[config.mk]
export PLATFORM = sky130hd
export DESIGN_NAME = fcbg_glue
export DESIGN_NICKNAME = d
export VERILOG_FILES = /design/src/fcbg_pkg.sv /design/src/fcbg_glue.sv /design/src/fcbg_pulse_stretch.sv /design/src/fcbg_ready_delay.sv
export VERILOG_INCLUDE_DIRS = /design/src
export SDC_FILE = /design/constraint.sdc
export NUM_CORES = 1
export LEC_CHECK = 0
export BUFFER_PORTS_ARGS = -buffer_cell sky130_fd_sc_hd__buf_2
export CORE_ASPECT_RATIO = 0.7
export CORE_MARGIN = 5
export CORE_UTILIZATION = 50
export DETAILED_ROUTE_END_ITERATION = 12
export PLACE_DENSITY = 0.79
export SLEW_MARGIN = 5
export SYNTH_ARGS = -nofsm -noshare
export SYNTH_HDL_FRONTEND = slang
export SYNTH_HIERARCHICAL = 1
export SYNTH_SLANG_ARGS = --single-unit
export TNS_END_PERCENT = 5
[constraint.sdc]
create_clock -name ref_clk -period 2.2 [get_ports ref_clk]
set_input_delay 0.55 -clock ref_clk [delete_from_list [all_inputs] [get_ports ref_clk]]
set_output_delay 0.55 -clock ref_clk [all_outputs]
set_load 0.02 [all_outputs]
[src/fcbg_defs.svh]
// fcbg_defs.svh: constants of the floppy card bus glue
// assumes a 100 MHz ref_clk; the pulse width counts derive from its period
`ifndef FCBG_DEFS_SVH
`define FCBG_DEFS_SVH

// ---------------------------------------------------------------
// clock and pulse shaping
// ---------------------------------------------------------------
`define FCBG_CLK_PERIOD_NS   10
`define FCBG_WRITE_PULSE_NS  400
`define FCBG_RAW_PULSE_NS    250
`define FCBG_WRITE_PULSE_CYC ((`FCBG_WRITE_PULSE_NS + \
  `FCBG_CLK_PERIOD_NS - 1) / `FCBG_CLK_PERIOD_NS)
`define FCBG_RAW_PULSE_CYC   ((`FCBG_RAW_PULSE_NS + \
  `FCBG_CLK_PERIOD_NS - 1) / `FCBG_CLK_PERIOD_NS)
`define FCBG_HALF_CELL_CYC   100

// ---------------------------------------------------------------
// card-local addresses (A2..A0) and status port bits
// ---------------------------------------------------------------
`define FCBG_ADDR_COMMAND    3'h0
`define FCBG_ADDR_DATA       3'h3
`define FCBG_ADDR_STATUS     3'h4
`define FCBG_STAT_DONE_BIT   0
`define FCBG_STAT_DREQ_BIT   1

// ---------------------------------------------------------------
// reset values and delay chain taps
// ---------------------------------------------------------------
`define FCBG_CMD_RESET       8'h03
`define FCBG_BYTE_RESET      8'h00
`define FCBG_CHAIN_STAGES    4
`define FCBG_TAP_QUALIFY     1
`define FCBG_TAP_3MHZ        2
`define FCBG_TAP_6MHZ        3

`endif

[src/fcbg_pkg.sv]
// fcbg_pkg.sv: types shared by the floppy card bus glue
// assumes fcbg_defs.svh is on the include path
`default_nettype none

package fcbg_pkg;
  typedef logic [7:0] fcbg_byte_t;

  // write serializer sequence, Gray along idle-clock-data
  typedef enum logic [1:0] {
    FCBG_TX_IDLE  = 2'h0,
    FCBG_TX_CLOCK = 2'h1,
    FCBG_TX_DATA  = 2'h3
  } fcbg_tx_e;
endpackage

`default_nettype wire

[src/fcbg_glue.sv]
// fcbg_glue.sv: bus glue of a floppy controller expansion card
// assumes bus strobes, card select and controller pins are all
// synchronous to ref_clk; the bus clock is ref_clk
// Behaviour
// write with A2..A0 all zero goes to the command register
// write strobe low only while access enable and pWR low
// access enable is qualified select once the wait has ended
// A0,A1 high and A2 low selects data register, read and write
// written data byte shifts out serially, clock pulse between bits
// data reads return a byte assembled serially from raw stream
// data request passes four flip-flops, one clock each
// second stage presets the qualifier gating card select
// three-megahertz jumper releases ready from the third stage
// six-megahertz jumper releases ready from the fourth stage
// write pulses stretched to 400 ns, raw read pulses to 250 ns
// completion interrupt on command done or error
// data interrupt when a byte may be moved
// both interrupts on a chosen vector line or in status port
// completion request forces qualifier high, ending any wait
// eight-inch head load output is the inverted head load
// other eight-inch inputs pass only with size select high
// eight-inch ready and two-sided inputs are inverted
// five-inch inputs pass only with size select low
// five-inch motor runs on request or hold delay
// wait enable makes the next data access drop ready
// status port selected at A2 high, A1,A0 low with card select
// bus reset also clears a pending wait
// delay stages clocked by bus clock, cleared by reset
// only one drive interface has inputs enabled
`default_nettype none
`include "fcbg_defs.svh"

module fcbg_glue
  import fcbg_pkg::*;
#(
  parameter int HALF_CELL_CYC = `FCBG_HALF_CELL_CYC
) (
  input  wire logic       ref_clk,
  input  wire logic       reset,
  input  wire logic [2:0] addrLow,
  input  wire logic       cardSelect,
  input  wire logic       pWR_n,
  input  wire logic       pDBIN,
  input  wire fcbg_byte_t busDataIn,
  output fcbg_byte_t      busDataOut,
  output logic            busDataOe,
  output logic            busReady,
  output logic            statusPortSelect,
  output logic            cardSelectQualified,
  output logic            controllerAccessEnable_n,
  output logic            controllerWriteStrobe_n,
  output logic            controllerReadStrobe_n,
  output fcbg_byte_t      diskCommand,
  input  wire logic       waitOnDataEnable,
  input  wire logic       jumperSixMhz,
  input  wire logic       dataRequest,
  input  wire logic       commandDoneRequest,
  input  wire logic       vectorEnable,
  input  wire logic [2:0] doneVectorSelect,
  input  wire logic [2:0] dreqVectorSelect,
  output logic [7:0]      vectorIrqOut,
  output logic [7:0]      vectorIrqOe,
  input  wire logic       writeGate,
  output logic            serialWriteData,
  input  wire logic       rawReadStream,
  input  wire logic       readWindow,
  output logic            rawReadShaped,
  input  wire logic       driveSizeSelect,
  input  wire logic       headLoadA,
  output logic            headLoad8_n,
  input  wire logic       index8,
  input  wire logic       trackZero8,
  input  wire logic       writeProtect8,
  input  wire logic       ready8_n,
  input  wire logic       twoSided8_n,
  input  wire logic       index5,
  input  wire logic       trackZero5,
  input  wire logic       writeProtect5,
  input  wire logic       motorRequest,
  input  wire logic       motorHoldDelay,
  output logic            motor5,
  output logic            ctlIndex,
  output logic            ctlTrackZero,
  output logic            ctlWriteProtect,
  output logic            ctlReady,
  output logic            ctlTwoSided
);
  // ---------------------------------------------------------------
  // state
  // ---------------------------------------------------------------
  typedef struct packed {
    fcbg_byte_t cmdReg;
    fcbg_byte_t dataReg;
    fcbg_byte_t readReg;
    fcbg_byte_t busData;
    logic       busOe;
    fcbg_tx_e   txState;
    fcbg_byte_t txShift;
    logic [3:0] txBits;
    logic [7:0] txTimer;
    logic       txPulse;
    fcbg_byte_t rxShift;
    logic [2:0] rxBits;
    logic       rxSeen;
    logic       rawPrev;
    logic       qualify;
    logic       waitPending;
    logic       prevCycle;
    logic       prevWrite;
  } fcbg_glue_s;

  fcbg_glue_s state;
  fcbg_glue_s next_state;

  logic qualifyPreset;
  logic readyRelease;
  logic busCycle;
  logic cycleStart;
  logic accessOn;
  logic waitStart;
  logic writeOn;
  logic rawEdge;
  fcbg_byte_t statusByte;

  function automatic logic addrIs(input logic [2:0] a,
                                  input logic [2:0] code);
    addrIs = (a == code);
  endfunction

  // ---------------------------------------------------------------
  // submodules
  // ---------------------------------------------------------------
  fcbg_ready_delay u_delay (
    .ref_clk        (ref_clk),
    .reset          (reset),
    .dataRequest    (dataRequest),
    .useFourthStage (jumperSixMhz),
    .qualifyPreset  (qualifyPreset),
    .readyRelease   (readyRelease)
  );

  // write pulse width
  fcbg_pulse_stretch #(.WIDTH_CYC(`FCBG_WRITE_PULSE_CYC)) u_wrPulse (
    .ref_clk  (ref_clk),
    .reset    (reset),
    .trigger  (state.txPulse),
    .pulseOut (serialWriteData)
  );

  // raw read pulse width
  fcbg_pulse_stretch #(.WIDTH_CYC(`FCBG_RAW_PULSE_CYC)) u_rdPulse (
    .ref_clk  (ref_clk),
    .reset    (reset),
    .trigger  (rawEdge),
    .pulseOut (rawReadShaped)
  );

  // ---------------------------------------------------------------
  // bus decode and strobes
  // ---------------------------------------------------------------
  // qualifier gates card select
  assign cardSelectQualified = cardSelect & state.qualify;
  // access only once the wait is over
  // a wait starting now blocks this cycle too, so no early access
  assign waitStart = waitOnDataEnable & cycleStart & ~state.waitPending &
                     addrIs(addrLow, `FCBG_ADDR_DATA) & ~readyRelease &
                     ~commandDoneRequest;
  assign accessOn = cardSelectQualified & ~state.waitPending & ~waitStart;
  assign controllerAccessEnable_n = ~accessOn;
  // write strobe needs enable and pWR
  assign writeOn = accessOn & ~pWR_n;
  assign controllerWriteStrobe_n = ~writeOn;
  assign controllerReadStrobe_n =
    ~(accessOn & pDBIN & ~addrIs(addrLow, `FCBG_ADDR_STATUS));
  // status port decode
  assign statusPortSelect = cardSelect &
                            addrIs(addrLow, `FCBG_ADDR_STATUS);
  assign busCycle   = cardSelect & (~pWR_n | pDBIN);
  assign cycleStart = busCycle & ~state.prevCycle;
  assign rawEdge    = rawReadStream & ~state.rawPrev;
  // ready dropped while waiting
  assign busReady   = ~state.waitPending;

  // ---------------------------------------------------------------
  // interrupts and status port
  // ---------------------------------------------------------------
  // both requests polled or vectored
  always_comb begin
    statusByte = `FCBG_BYTE_RESET;
    statusByte[`FCBG_STAT_DONE_BIT] = commandDoneRequest;
    statusByte[`FCBG_STAT_DREQ_BIT] = dataRequest;
    vectorIrqOe = 8'h00;
    if (vectorEnable) begin
      vectorIrqOe[doneVectorSelect] = commandDoneRequest;
      if (dataRequest) begin
        vectorIrqOe[dreqVectorSelect] = 1'b1;
      end
    end
  end
  // open-collector lines: only ever pulled low
  assign vectorIrqOut = 8'h00;

  // ---------------------------------------------------------------
  // drive interfaces
  // ---------------------------------------------------------------
  // head load inverted
  assign headLoad8_n = ~headLoadA;
  // motor held after access
  assign motor5 = motorRequest | motorHoldDelay;
  // one buffer half enabled by size select
  assign ctlIndex        = driveSizeSelect ? index8 : index5;
  assign ctlTrackZero    = driveSizeSelect ? trackZero8 : trackZero5;
  assign ctlWriteProtect = driveSizeSelect ? writeProtect8 :
                                             writeProtect5;
  // ready and two-sided inverted
  assign ctlReady    = driveSizeSelect ? ~ready8_n : 1'b1;
  assign ctlTwoSided = driveSizeSelect & ~twoSided8_n;

  // ---------------------------------------------------------------
  // next state
  // ---------------------------------------------------------------
  always_comb begin
    next_state           = state;
    next_state.prevCycle = busCycle;
    next_state.prevWrite = writeOn;
    next_state.rawPrev   = rawReadStream;
    next_state.txPulse   = 1'b0;

    // command register write
    if (writeOn && addrIs(addrLow, `FCBG_ADDR_COMMAND)) begin
      next_state.cmdReg = busDataIn;
    end

    // read data registered onto the bus
    next_state.busOe = 1'b0;
    if (pDBIN && statusPortSelect) begin
      next_state.busData = statusByte;
      next_state.busOe   = 1'b1;
    end else if (pDBIN && accessOn &&
                 addrIs(addrLow, `FCBG_ADDR_DATA)) begin
      // data register read
      next_state.busData = state.readReg;
      next_state.busOe   = 1'b1;
    end

    // write serializer; a write mid-byte restarts it
    case (state.txState)
      FCBG_TX_IDLE: begin
      end
      FCBG_TX_CLOCK: begin
        if (state.txTimer == 8'h00) begin
          // clock pulse between bits
          next_state.txPulse = writeGate;
          next_state.txTimer = 8'(HALF_CELL_CYC - 1);
          next_state.txState = FCBG_TX_DATA;
        end else begin
          next_state.txTimer = state.txTimer - 8'h01;
        end
      end
      FCBG_TX_DATA: begin
        if (state.txTimer == 8'h00) begin
          // data bit, most significant first
          next_state.txPulse = writeGate & state.txShift[7];
          next_state.txShift = {state.txShift[6:0], 1'b0};
          next_state.txBits  = state.txBits - 4'h1;
          next_state.txTimer = 8'(HALF_CELL_CYC - 1);
          next_state.txState = (state.txBits == 4'h1) ?
                               FCBG_TX_IDLE : FCBG_TX_CLOCK;
        end else begin
          next_state.txTimer = state.txTimer - 8'h01;
        end
      end
      default: begin
        next_state.txState = FCBG_TX_IDLE;
      end
    endcase

    // data register write loads the serializer
    if (writeOn && !state.prevWrite &&
        addrIs(addrLow, `FCBG_ADDR_DATA)) begin
      next_state.dataReg = busDataIn;
      next_state.txShift = busDataIn;
      next_state.txBits  = 4'h8;
      next_state.txTimer = 8'h00;
      next_state.txState = FCBG_TX_CLOCK;
    end

    // deserializer; a pulse in the closing cell still counts
    if (rawEdge) begin
      next_state.rxSeen = 1'b1;
    end
    if (readWindow) begin
      next_state.rxShift = {state.rxShift[6:0],
                            state.rxSeen | rawEdge};
      next_state.rxSeen  = 1'b0;
      next_state.rxBits  = state.rxBits + 3'h1;
      if (state.rxBits == 3'h7) begin
        next_state.readReg = {state.rxShift[6:0],
                              state.rxSeen | rawEdge};
      end
    end

    // data access with wait enabled holds the bus
    if (waitStart) begin
      next_state.waitPending = 1'b1;
      next_state.qualify     = 1'b0;
    end
    // second stage presets the qualifier
    if (qualifyPreset) begin
      next_state.qualify = 1'b1;
    end
    // chosen stage releases ready
    if (readyRelease) begin
      next_state.waitPending = 1'b0;
    end
    // completion ends any wait
    if (commandDoneRequest) begin
      next_state.qualify     = 1'b1;
      next_state.waitPending = 1'b0;
    end
  end

  // reset clears the wait, qualifier set as at power up
  always_ff @(posedge ref_clk) begin
    if (reset) begin
      state         <= '0;
      state.cmdReg  <= `FCBG_CMD_RESET;
      state.qualify <= 1'b1;
    end else begin
      state <= next_state;
    end
  end

  assign busDataOut  = state.busData;
  assign busDataOe   = state.busOe;
  assign diskCommand = state.cmdReg;

  // ---------------------------------------------------------------
  // assertions
  // ---------------------------------------------------------------
  property p_cmd_write;
    @(posedge ref_clk) disable iff (reset)
    !controllerWriteStrobe_n && addrLow == `FCBG_ADDR_COMMAND |=>
      diskCommand == $past(busDataIn);
  endproperty
  a_cmd_write: assert property (p_cmd_write)
    else $error("command write lost");

  property p_wr_strobe;
    @(posedge ref_clk) disable iff (reset)
    !controllerWriteStrobe_n |->
      !controllerAccessEnable_n && !pWR_n;
  endproperty
  a_wr_strobe: assert property (p_wr_strobe)
    else $error("write strobe without enable");

  property p_access_en;
    @(posedge ref_clk) disable iff (reset)
    !controllerAccessEnable_n |-> cardSelectQualified && busReady;
  endproperty
  a_access_en: assert property (p_access_en)
    else $error("access enabled during wait");

  property p_preset;
    @(posedge ref_clk) disable iff (reset)
    qualifyPreset |=> state.qualify;
  endproperty
  a_preset: assert property (p_preset)
    else $error("qualifier not preset");

  property p_tap3;
    @(posedge ref_clk) disable iff (reset)
    !jumperSixMhz && $rose(dataRequest) ##1 dataRequest[*3] |=>
      busReady;
  endproperty
  a_tap3: assert property (p_tap3)
    else $error("ready not released at third stage");

  property p_tap6;
    @(posedge ref_clk) disable iff (reset)
    jumperSixMhz && $rose(dataRequest) ##1 dataRequest[*4] |=>
      busReady;
  endproperty
  a_tap6: assert property (p_tap6)
    else $error("ready not released at fourth stage");

  property p_wr_width;
    @(posedge ref_clk) disable iff (reset)
    $rose(serialWriteData) |-> serialWriteData[*8] ##32
      serialWriteData ##1 !serialWriteData;
  endproperty
  a_wr_width: assert property (p_wr_width)
    else $error("write pulse width wrong");

  property p_done_clears;
    @(posedge ref_clk) disable iff (reset)
    commandDoneRequest |=> busReady && state.qualify;
  endproperty
  a_done_clears: assert property (p_done_clears)
    else $error("completion did not end wait");

  property p_wait_start;
    @(posedge ref_clk) disable iff (reset)
    waitOnDataEnable && cycleStart && busReady &&
    addrLow == `FCBG_ADDR_DATA && !readyRelease &&
    !commandDoneRequest |=> !busReady;
  endproperty
  a_wait_start: assert property (p_wait_start)
    else $error("data access did not wait");

  property p_reset_ready;
    @(posedge ref_clk)
    reset |=> busReady && cardSelectQualified == cardSelect;
  endproperty
  a_reset_ready: assert property (p_reset_ready)
    else $error("reset left a wait pending");

  c_wait_release: cover property (@(posedge ref_clk)
    disable iff (reset) !busReady ##[1:20] busReady);
  c_cmd_write: cover property (@(posedge ref_clk)
    disable iff (reset) !controllerWriteStrobe_n);
  c_data_read: cover property (@(posedge ref_clk)
    disable iff (reset) busDataOe && !statusPortSelect);
endmodule

`default_nettype wire

[src/fcbg_pulse_stretch.sv]
// fcbg_pulse_stretch.sv: one-shot that stretches a trigger
// assumes the trigger is a one-cycle pulse on ref_clk
`default_nettype none

module fcbg_pulse_stretch
  import fcbg_pkg::*;
#(
  parameter int WIDTH_CYC = 40
) (
  input  wire logic ref_clk,
  input  wire logic reset,
  input  wire logic trigger,
  output logic      pulseOut
);
  typedef struct packed {
    logic        active;
    logic [15:0] count;
  } fcbg_stretch_s;

  fcbg_stretch_s state;
  fcbg_stretch_s next_state;

  // retrigger reloads, so a pulse never ends short
  always_comb begin
    next_state = state;
    if (trigger) begin
      next_state.active = 1'b1;
      next_state.count  = 16'(WIDTH_CYC - 1);
    end else if (state.count != 16'h0000) begin
      next_state.count = state.count - 16'h0001;
    end else begin
      next_state.active = 1'b0;
    end
  end

  always_ff @(posedge ref_clk) begin
    if (reset) begin
      state <= '0;
    end else begin
      state <= next_state;
    end
  end

  assign pulseOut = state.active;
endmodule

`default_nettype wire

[src/fcbg_ready_delay.sv]
// fcbg_ready_delay.sv: four clocked stages behind the data request
// assumes dataRequest is synchronous to ref_clk
`default_nettype none
`include "fcbg_defs.svh"

module fcbg_ready_delay
  import fcbg_pkg::*;
(
  input  wire logic ref_clk,
  input  wire logic reset,
  input  wire logic dataRequest,
  input  wire logic useFourthStage,
  output logic      qualifyPreset,
  output logic      readyRelease
);
  typedef struct packed {
    logic [`FCBG_CHAIN_STAGES-1:0] stage;
  } fcbg_delay_s;

  fcbg_delay_s state;
  fcbg_delay_s next_state;

  // one clock per stage
  always_comb begin
    next_state       = state;
    next_state.stage = {state.stage[`FCBG_CHAIN_STAGES-2:0],
                        dataRequest};
  end

  // history cleared by reset
  always_ff @(posedge ref_clk) begin
    if (reset) begin
      state <= '0;
    end else begin
      state <= next_state;
    end
  end

  // second stage presets the qualifier
  assign qualifyPreset = state.stage[`FCBG_TAP_QUALIFY];
  // jumper picks third or fourth stage
  assign readyRelease  = useFourthStage ?
                         state.stage[`FCBG_TAP_6MHZ] :
                         state.stage[`FCBG_TAP_3MHZ];

  property p_chain_delay;
    @(posedge ref_clk) disable iff (reset)
    $rose(dataRequest) ##1 dataRequest[*3] |=>
      state.stage[`FCBG_TAP_6MHZ];
  endproperty
  a_chain_delay: assert property (p_chain_delay)
    else $error("request not through four stages");
endmodule

`default_nettype wire

# Word-level counts from Yosys, hierarchy flattened
# Index checks and enable logic that the tools add are counted.
word_totals:
  register_bits: 102
  input_bits: 42
  output_inout_bits: 48
  wordCells: 147
op_classes:
  add_sub_neg: 5
  order_cmp: 4
  n_eq_ne: 13
  muxes: 29
  bitwise_logic: 37
  n_reduce_logical: 32
op_table:
  columns: ["op", "count"]
  rows:
  - ["$mux W17", 2]
  - ["$mux W16", 2]
  - ["$reduce_bool A16 Y1", 2]
  - ["$sub A16 B1 Y16 const B", 2]
  - ["$mux W8", 3]
  - ["$mux W21", 1]
  - ["$pmux W9 S2", 1]
  - ["$and A1 B1 Y1", 17]
  - ["$not A1 Y1", 15]
  - ["$mux W14", 1]
  - ["$mux W1", 12]
  - ["$mux W12", 1]
  - ["$reduce_bool A2 Y1", 6]
  - ["$ne A2 B2 Y1 const B", 5]
  - ["$reduce_or A2 Y1", 5]
  - ["$and A8 B8 Y8", 1]
  - ["$logic_and A1 B1 Y1", 8]
  - ["$logic_not A8 Y1", 1]
  - ["$lt A3 B4 Y1 const B", 2]
  - ["$or A8 B8 Y8", 1]
  - ["$sub A8 B1 Y8 const B", 1]
  - ["$demux W1 S3", 2]
  - ["$eq A3 B3 Y1 const B", 2]
  - ["$ge A3 B1 Y1 const B", 2]
  - ["other kinds (17)", 25]

# Logic depth before layout (Yosys ltp)
depth:
  ltp_word: 16
  ltp_mapped: 8
  depth_no_buf: 7

# By module
# Netlist, hierarchy kept.
modules_own_cells:
  columns: ["module", "instances", "cells_per_inst", "area_each_um2", "seq_area_each_um2"]
  rows:
  - ["fcbg_glue", 1, 344, 3056.7, 1281.2]
  - ["fcbg_pulse_stretch at u_rdPulse", 1, 107, 922.1, 340.3]
  - ["fcbg_pulse_stretch at u_wrPulse", 1, 101, 879.6, 340.3]
  - ["fcbg_ready_delay", 1, 9, 120.1, 80.1]

# Worst setup path after synthesis
# Ideal clock, no wire load.
synth_timing:
  path_type: "input -> output"
  from: "input jumperSixMhz"
  to: "output controllerReadStrobe_n"
  arrival_ps: 2031
  required_time_ps: 1650
  setup_slack_ps: -381
  cell_stages: 6
  path_buffers: 0
  path_cell_list: "mux2_4 nor4b_2 nand2_2 or3_4 nand2_1 a211o_1"
synth_via:
  elab_chain_cells: 9
synth_lines:
  columns: ["element", "line", "rtl"]
  rows:
  - ["from (decl)", "fcbg_glue.sv:55", "input wire logic jumperSixMhz,"]
  - ["$mux W1", "fcbg_ready_delay.sv:42", "assign readyRelease = useFourthStage ?"]
  - ["$not A1 Y1", "fcbg_glue.sv:166", "addrIs(addrLow, `FCBG_ADDR_DATA) & ~readyRelease &"]
  - ["$and A1 B1 Y1 (2 in a row)", "fcbg_glue.sv:165", "assign waitStart = waitOnDataEnable & cycleStart & ~state.waitPending &"]
  - ["$not A1 Y1", "fcbg_glue.sv:168", "assign accessOn = cardSelectQualified & ~state.waitPending & ~waitStart;"]
  - ["$and A1 B1 Y1", "fcbg_glue.sv:168", null]
  - ["$and A1 B1 Y1 (2 in a row)", "fcbg_glue.sv:174", "~(accessOn & pDBIN & ~addrIs(addrLow, `FCBG_ADDR_STATUS));"]
  - ["$not A1 Y1", "fcbg_glue.sv:174", null]
  - ["to (decl)", "fcbg_glue.sv:52", "output logic controllerReadStrobe_n,"]
# No other way between the ends.

# Final worst setup path
layout_timing:
  from: "input jumperSixMhz"
  to: "output controllerReadStrobe_n"
layout_via:
  elab_chain_cells: 9
layout_lines:
  columns: ["element", "line", "rtl"]
  rows:
  - ["$mux W1", "fcbg_ready_delay.sv:42", null]
  - ["via readyRelease", "fcbg_glue.sv:116", "logic readyRelease;"]
  - ["$not A1 Y1", "fcbg_glue.sv:166", null]
  - ["$and A1 B1 Y1 (2 in a row)", "fcbg_glue.sv:165", null]
  - ["$not A1 Y1", "fcbg_glue.sv:168", null]
  - ["$and A1 B1 Y1", "fcbg_glue.sv:168", null]
  - ["$and A1 B1 Y1 (2 in a row)", "fcbg_glue.sv:174", null]
  - ["$not A1 Y1", "fcbg_glue.sv:174", null]
# The timed path passes the listed nets, and every way through them passes these cells.

==> summary.md <==
| Metric | Value |
|---|---|
| Antenna Nets Post-Route | `0` |
| Iter 0 DRT Violations | `284` |
| Asr flop ratio synth | `0` |
| Switching portion of total power | `0.374` |
| Avg Cell Area, Syn | `approximately 8.9 um2` |
| Fin. max-slew vios | `0` |
| Layout cells sized above 1 | `0.244` |
| Clock period minus worst slack | `2.50 ns` |
| Die Y | `93.5 um` |
| Area Overhead vs Synth | `16.9%` |
| Max Cap Violations | `0` |
| Post-DP HPWL | `roughly 8200 um` |
| Inserted Clock Buffers | `9` |
| Flop pwr share | `0.384` |
| First-pass GRT wire length | `18500 um` |
| Status | `finished, violations left` |
| Ant diodes | `0` |
| Clock skew | `0.00901 ns` |
| RR Startpoint | `u_delay/state[2]$_SDFF_PP0_` |
| GPL Wtd Cong | `between 0.8 and 0.9` |
| Final Hold Slack | `0.423 ns` |
| YS warnings | `6` |
| Slew margin rel. | `0.626` |
| I/O pins | `90` |
| Flop-to-flop setup slack | `around 0.20 ns` |
| Post-Layout Cell Count | `768` |
| Depth of the most critical reg-to-reg path | `8` |
| Critical Path RT | `~1.7 ns` |
| Final period util | `1.14` |
| Hold Path Origin | `rawReadStream` |
| Fill cells | `817` |
| Nets | `685` |
| Commonest non-fill, non-tap cell in the layout | `dfxtp_1` |
| Clock share of power | `0.258` |
| Die width | `129 um` |
| Mapped cell area | `0.00498 mm2` |
| Reg2reg end | `state[37]$_SDFFE_PP0P_` |
| Register area share after synthesis | `0.410` |
| Max Clock Freq | `400 MHz` |
| Critical Path Source Type | `primary input` |
| Post-CTS Setup Inserts | `0` |
| Hold Vio Cnt, Final | `0` |
| Most frequent cells in the layout | `101 x dfxtp_1, 78 x buf_2, 66 x nor2_1, 48 x nand2_1, 35 x mux2i_1` |
| Hold Path Stages | `2` |
| Commonest register cell after synthesis | `dfxtp_1` |
| Initial cell density of the core | `0.512` |
| CTS root buffer | `clkbuf_16` |
| Worst hold path class | `primary input to flip-flop` |
| Worst path cell trace | `buf_6, mux2_4, nor4b_4, nand2_2, or3_4, nand2_4, a211o_4, buf_6` |
| Core ar. | `just under 0.01 mm2` |
| CTS Buffer Depth | `2` |
| IR Drop Worst-Case VDD | `480 uV` |
| DRC | `0` |
| Leakage | `2.55 nW` |
| # H-tree levels | `3` |
| Worst Setup End Kind | `output port` |
| Finished layout cell area | `0.00582 mm2` |
| Failing checks | `negative setup slack` |
| Critical Path Most Common Cell | `buf_6` |
| Latest clock arrival within the worst-skew pair | `0.35 ns` |
| DR vias/cell | `5.45` |
| Pre-Repair DR Iteration Count | `5` |
| Synth top area cells | `dfxtp_1 41%, mux2i_1 7.0%, nor2_1 5.0%` |
| Max Fanout on Critical Path | `3` |
| Critical path data arrival time | `1.95 ns` |
| Slowest cell delay on critical path | `0.41 ns` |
| Reg clk slew, reported paths | `0.07 ns` |
| P_int | `3.96 mW` |
| CTS Sinks | `102` |
| Largest net degree at the start of global routing | `40` |
| Yosys reg bits | `102` |
| EDFF count, synth | `0` |
| Measured slew at the worst slew-check pin | `0.559 ns` |
| Yosys top cell area share | `0.410` |
| Inst Count DP | `752` |
| Crit. Startpoint | `jumperSixMhz` |
| Row count | `30` |
| Gate power share | `0.358` |
| Synth cell types | `69` |
| WL per Instance | `14.5 um` |
| Hold endpoint | `state[4]$_SDFF_PP0_` |
| Final worst-path setup slack | `-0.299 ns` |
| Area after DPL | `around 0.0055 mm2` |
| Tot GR Track Use | `0.187` |
| Cell taking the most area after synthesis | `dfxtp_1` |
| Grt ovf | `0` |
| Power Total | `6.32 mW` |
| Die area | `0.0121 mm2` |
| CTS tree | `built` |
| Slowest cell on the critical path | `or3_4` |
| Cells after Synth | `561` |
| Cell Pwr Density | `1090 mW/mm2` |
| Via count of the routed design | `4183` |
| Number of global-route vias before repair | `4073` |
| Post-Route WL | `11100 um` |
| RSZ-0062 raised after global routing | `yes` |
| Critical path class | `primary input to output port` |
| Sw Pwr | `2.36 mW` |
| PortBufs | `81` |
| Initial antenna violation count | `0` |
| Final setup viols | `3` |
## worst max path at each step
stage                     slack (ns)                endpoint  cells past startpoint
after global placement         -0.30  controllerReadStrobe_n                      8
after CTS                      -0.30  controllerReadStrobe_n                      7
after detailed placement       -0.34  controllerReadStrobe_n                      8
after floorplan                -0.17  controllerReadStrobe_n                      6
after global routing           -0.35  controllerReadStrobe_n                      7
final                          -0.30  controllerReadStrobe_n                      8
## sequential cells by signal, indices dropped and copies added, names as in the netlist, 4 cells and up
register	count
u_wrPulse/state	16
u_rdPulse/state	16
busDataOut	8
diskCommand	8
state	47
u_delay/state	4
## per-layer routing
| metal | global-route usage | wire, um | vias to the layer above |
|---|---|---|---|
| met5 | 0 | 0 | - |
| met4 | 0.0568 | 78 | 0 |
| li1 | - | - | 2103 |
| met3 | 0.0525 | 597 | 9 |
| met1 | 0.240 | 5220 | 1971 |
| met2 | 0.305 | 5230 | 100 |
## stage by stage
step | TNS (ns) | setup slack (ns) | utilization
after detailed placement | -1.96 | -0.335 | 0.564
after global routing | -0.944 | -0.348 | 0.598
after CTS | -0.807 | -0.295 | 0.598
final | -0.823 | -0.299 | 0.598
after global placement | -1.18 | -0.302 | 0.564
after floorplan | -0.378 | -0.173 | -
## power by group through the flow
| stage | Sequential, mW | Combinational [mW] | Clock, mW |
|---|---|---|---|
| after CTS | 2.43 | 2.25 | 1.66 |
| after global placement | 2.44 | 2.14 | 0 |
| final | 2.43 | 2.26 | 1.63 |
| after global routing | 2.47 | 2.52 | 1.74 |
| after detailed placement | 2.47 | 2.23 | 0 |
| after floorplan | 2.40 | 1.79 | 0 |
## synth_stat cells (all sizes together) (2+ instances only)
cell	count
ha	8
nor3	26
xnor2	6
a211oi	14
or4	8
or2b	2
inv	21
o21a	2
a41o	3
nand2	51
nor2b	10
and3	3
nand2b	11
nand4	3
xor2	2
nor3b	3
nor2	66
or3b	3
mux2i	35
o21ai	11
o22ai	6
a31o	2
nand3b	3
and2	9
nand3	12
clkbuf	12
o211ai	3
a211o	4
nor4	9
o31ai	4
dfxtp	102
or3	11
mux2	4
nor4b	4
o41ai	2
buf	30
a31oi	7
or2	5
a2111oi	2
a21oi	34
## cell type report
| cell class | instances | area (um2) | area share |
|---|---|---|---|
| sequential | 102 | 2040 | 0.351 |
| tap | 128 | 160 | 0.0275 |
| clock inverter | 7 | 80.1 | 0.0138 |
| multi-input combinational | 403 | 2650 | 0.456 |
| inverter | 21 | 78.8 | 0.0135 |
| timing repair buffer | 98 | 577 | 0.0991 |
| clock buffer | 9 | 225 | 0.0387 |
## what timing repair did
item,CTS,global route
endpoints found under the setup margin,3,3
gates resized for setup,6,1
hold buffers,0,0
## worst max-delay path: cells and delay by family
kind	cells	cell delay (ns)
compound gates	1	0.09
simple gates	4	0.81
mux	1	0.31
buf+inv	2	0.20
## kinds of logic (layout without fill, tap and decap cells)
group           Yosys count  in the layout  share of synthesized area
xor+xnor                  8              8                     0.0141
flops                   102            102                      0.410
simple gates            242            242                      0.275
fa+ha+maj                 8              8                     0.0201
other cells               1              8                   0.000753
mux                      39             39                     0.0802
compound gates           98             98                      0.132
buf+inv                  63            135                     0.0681
Power figures use the tool's default switching activity.
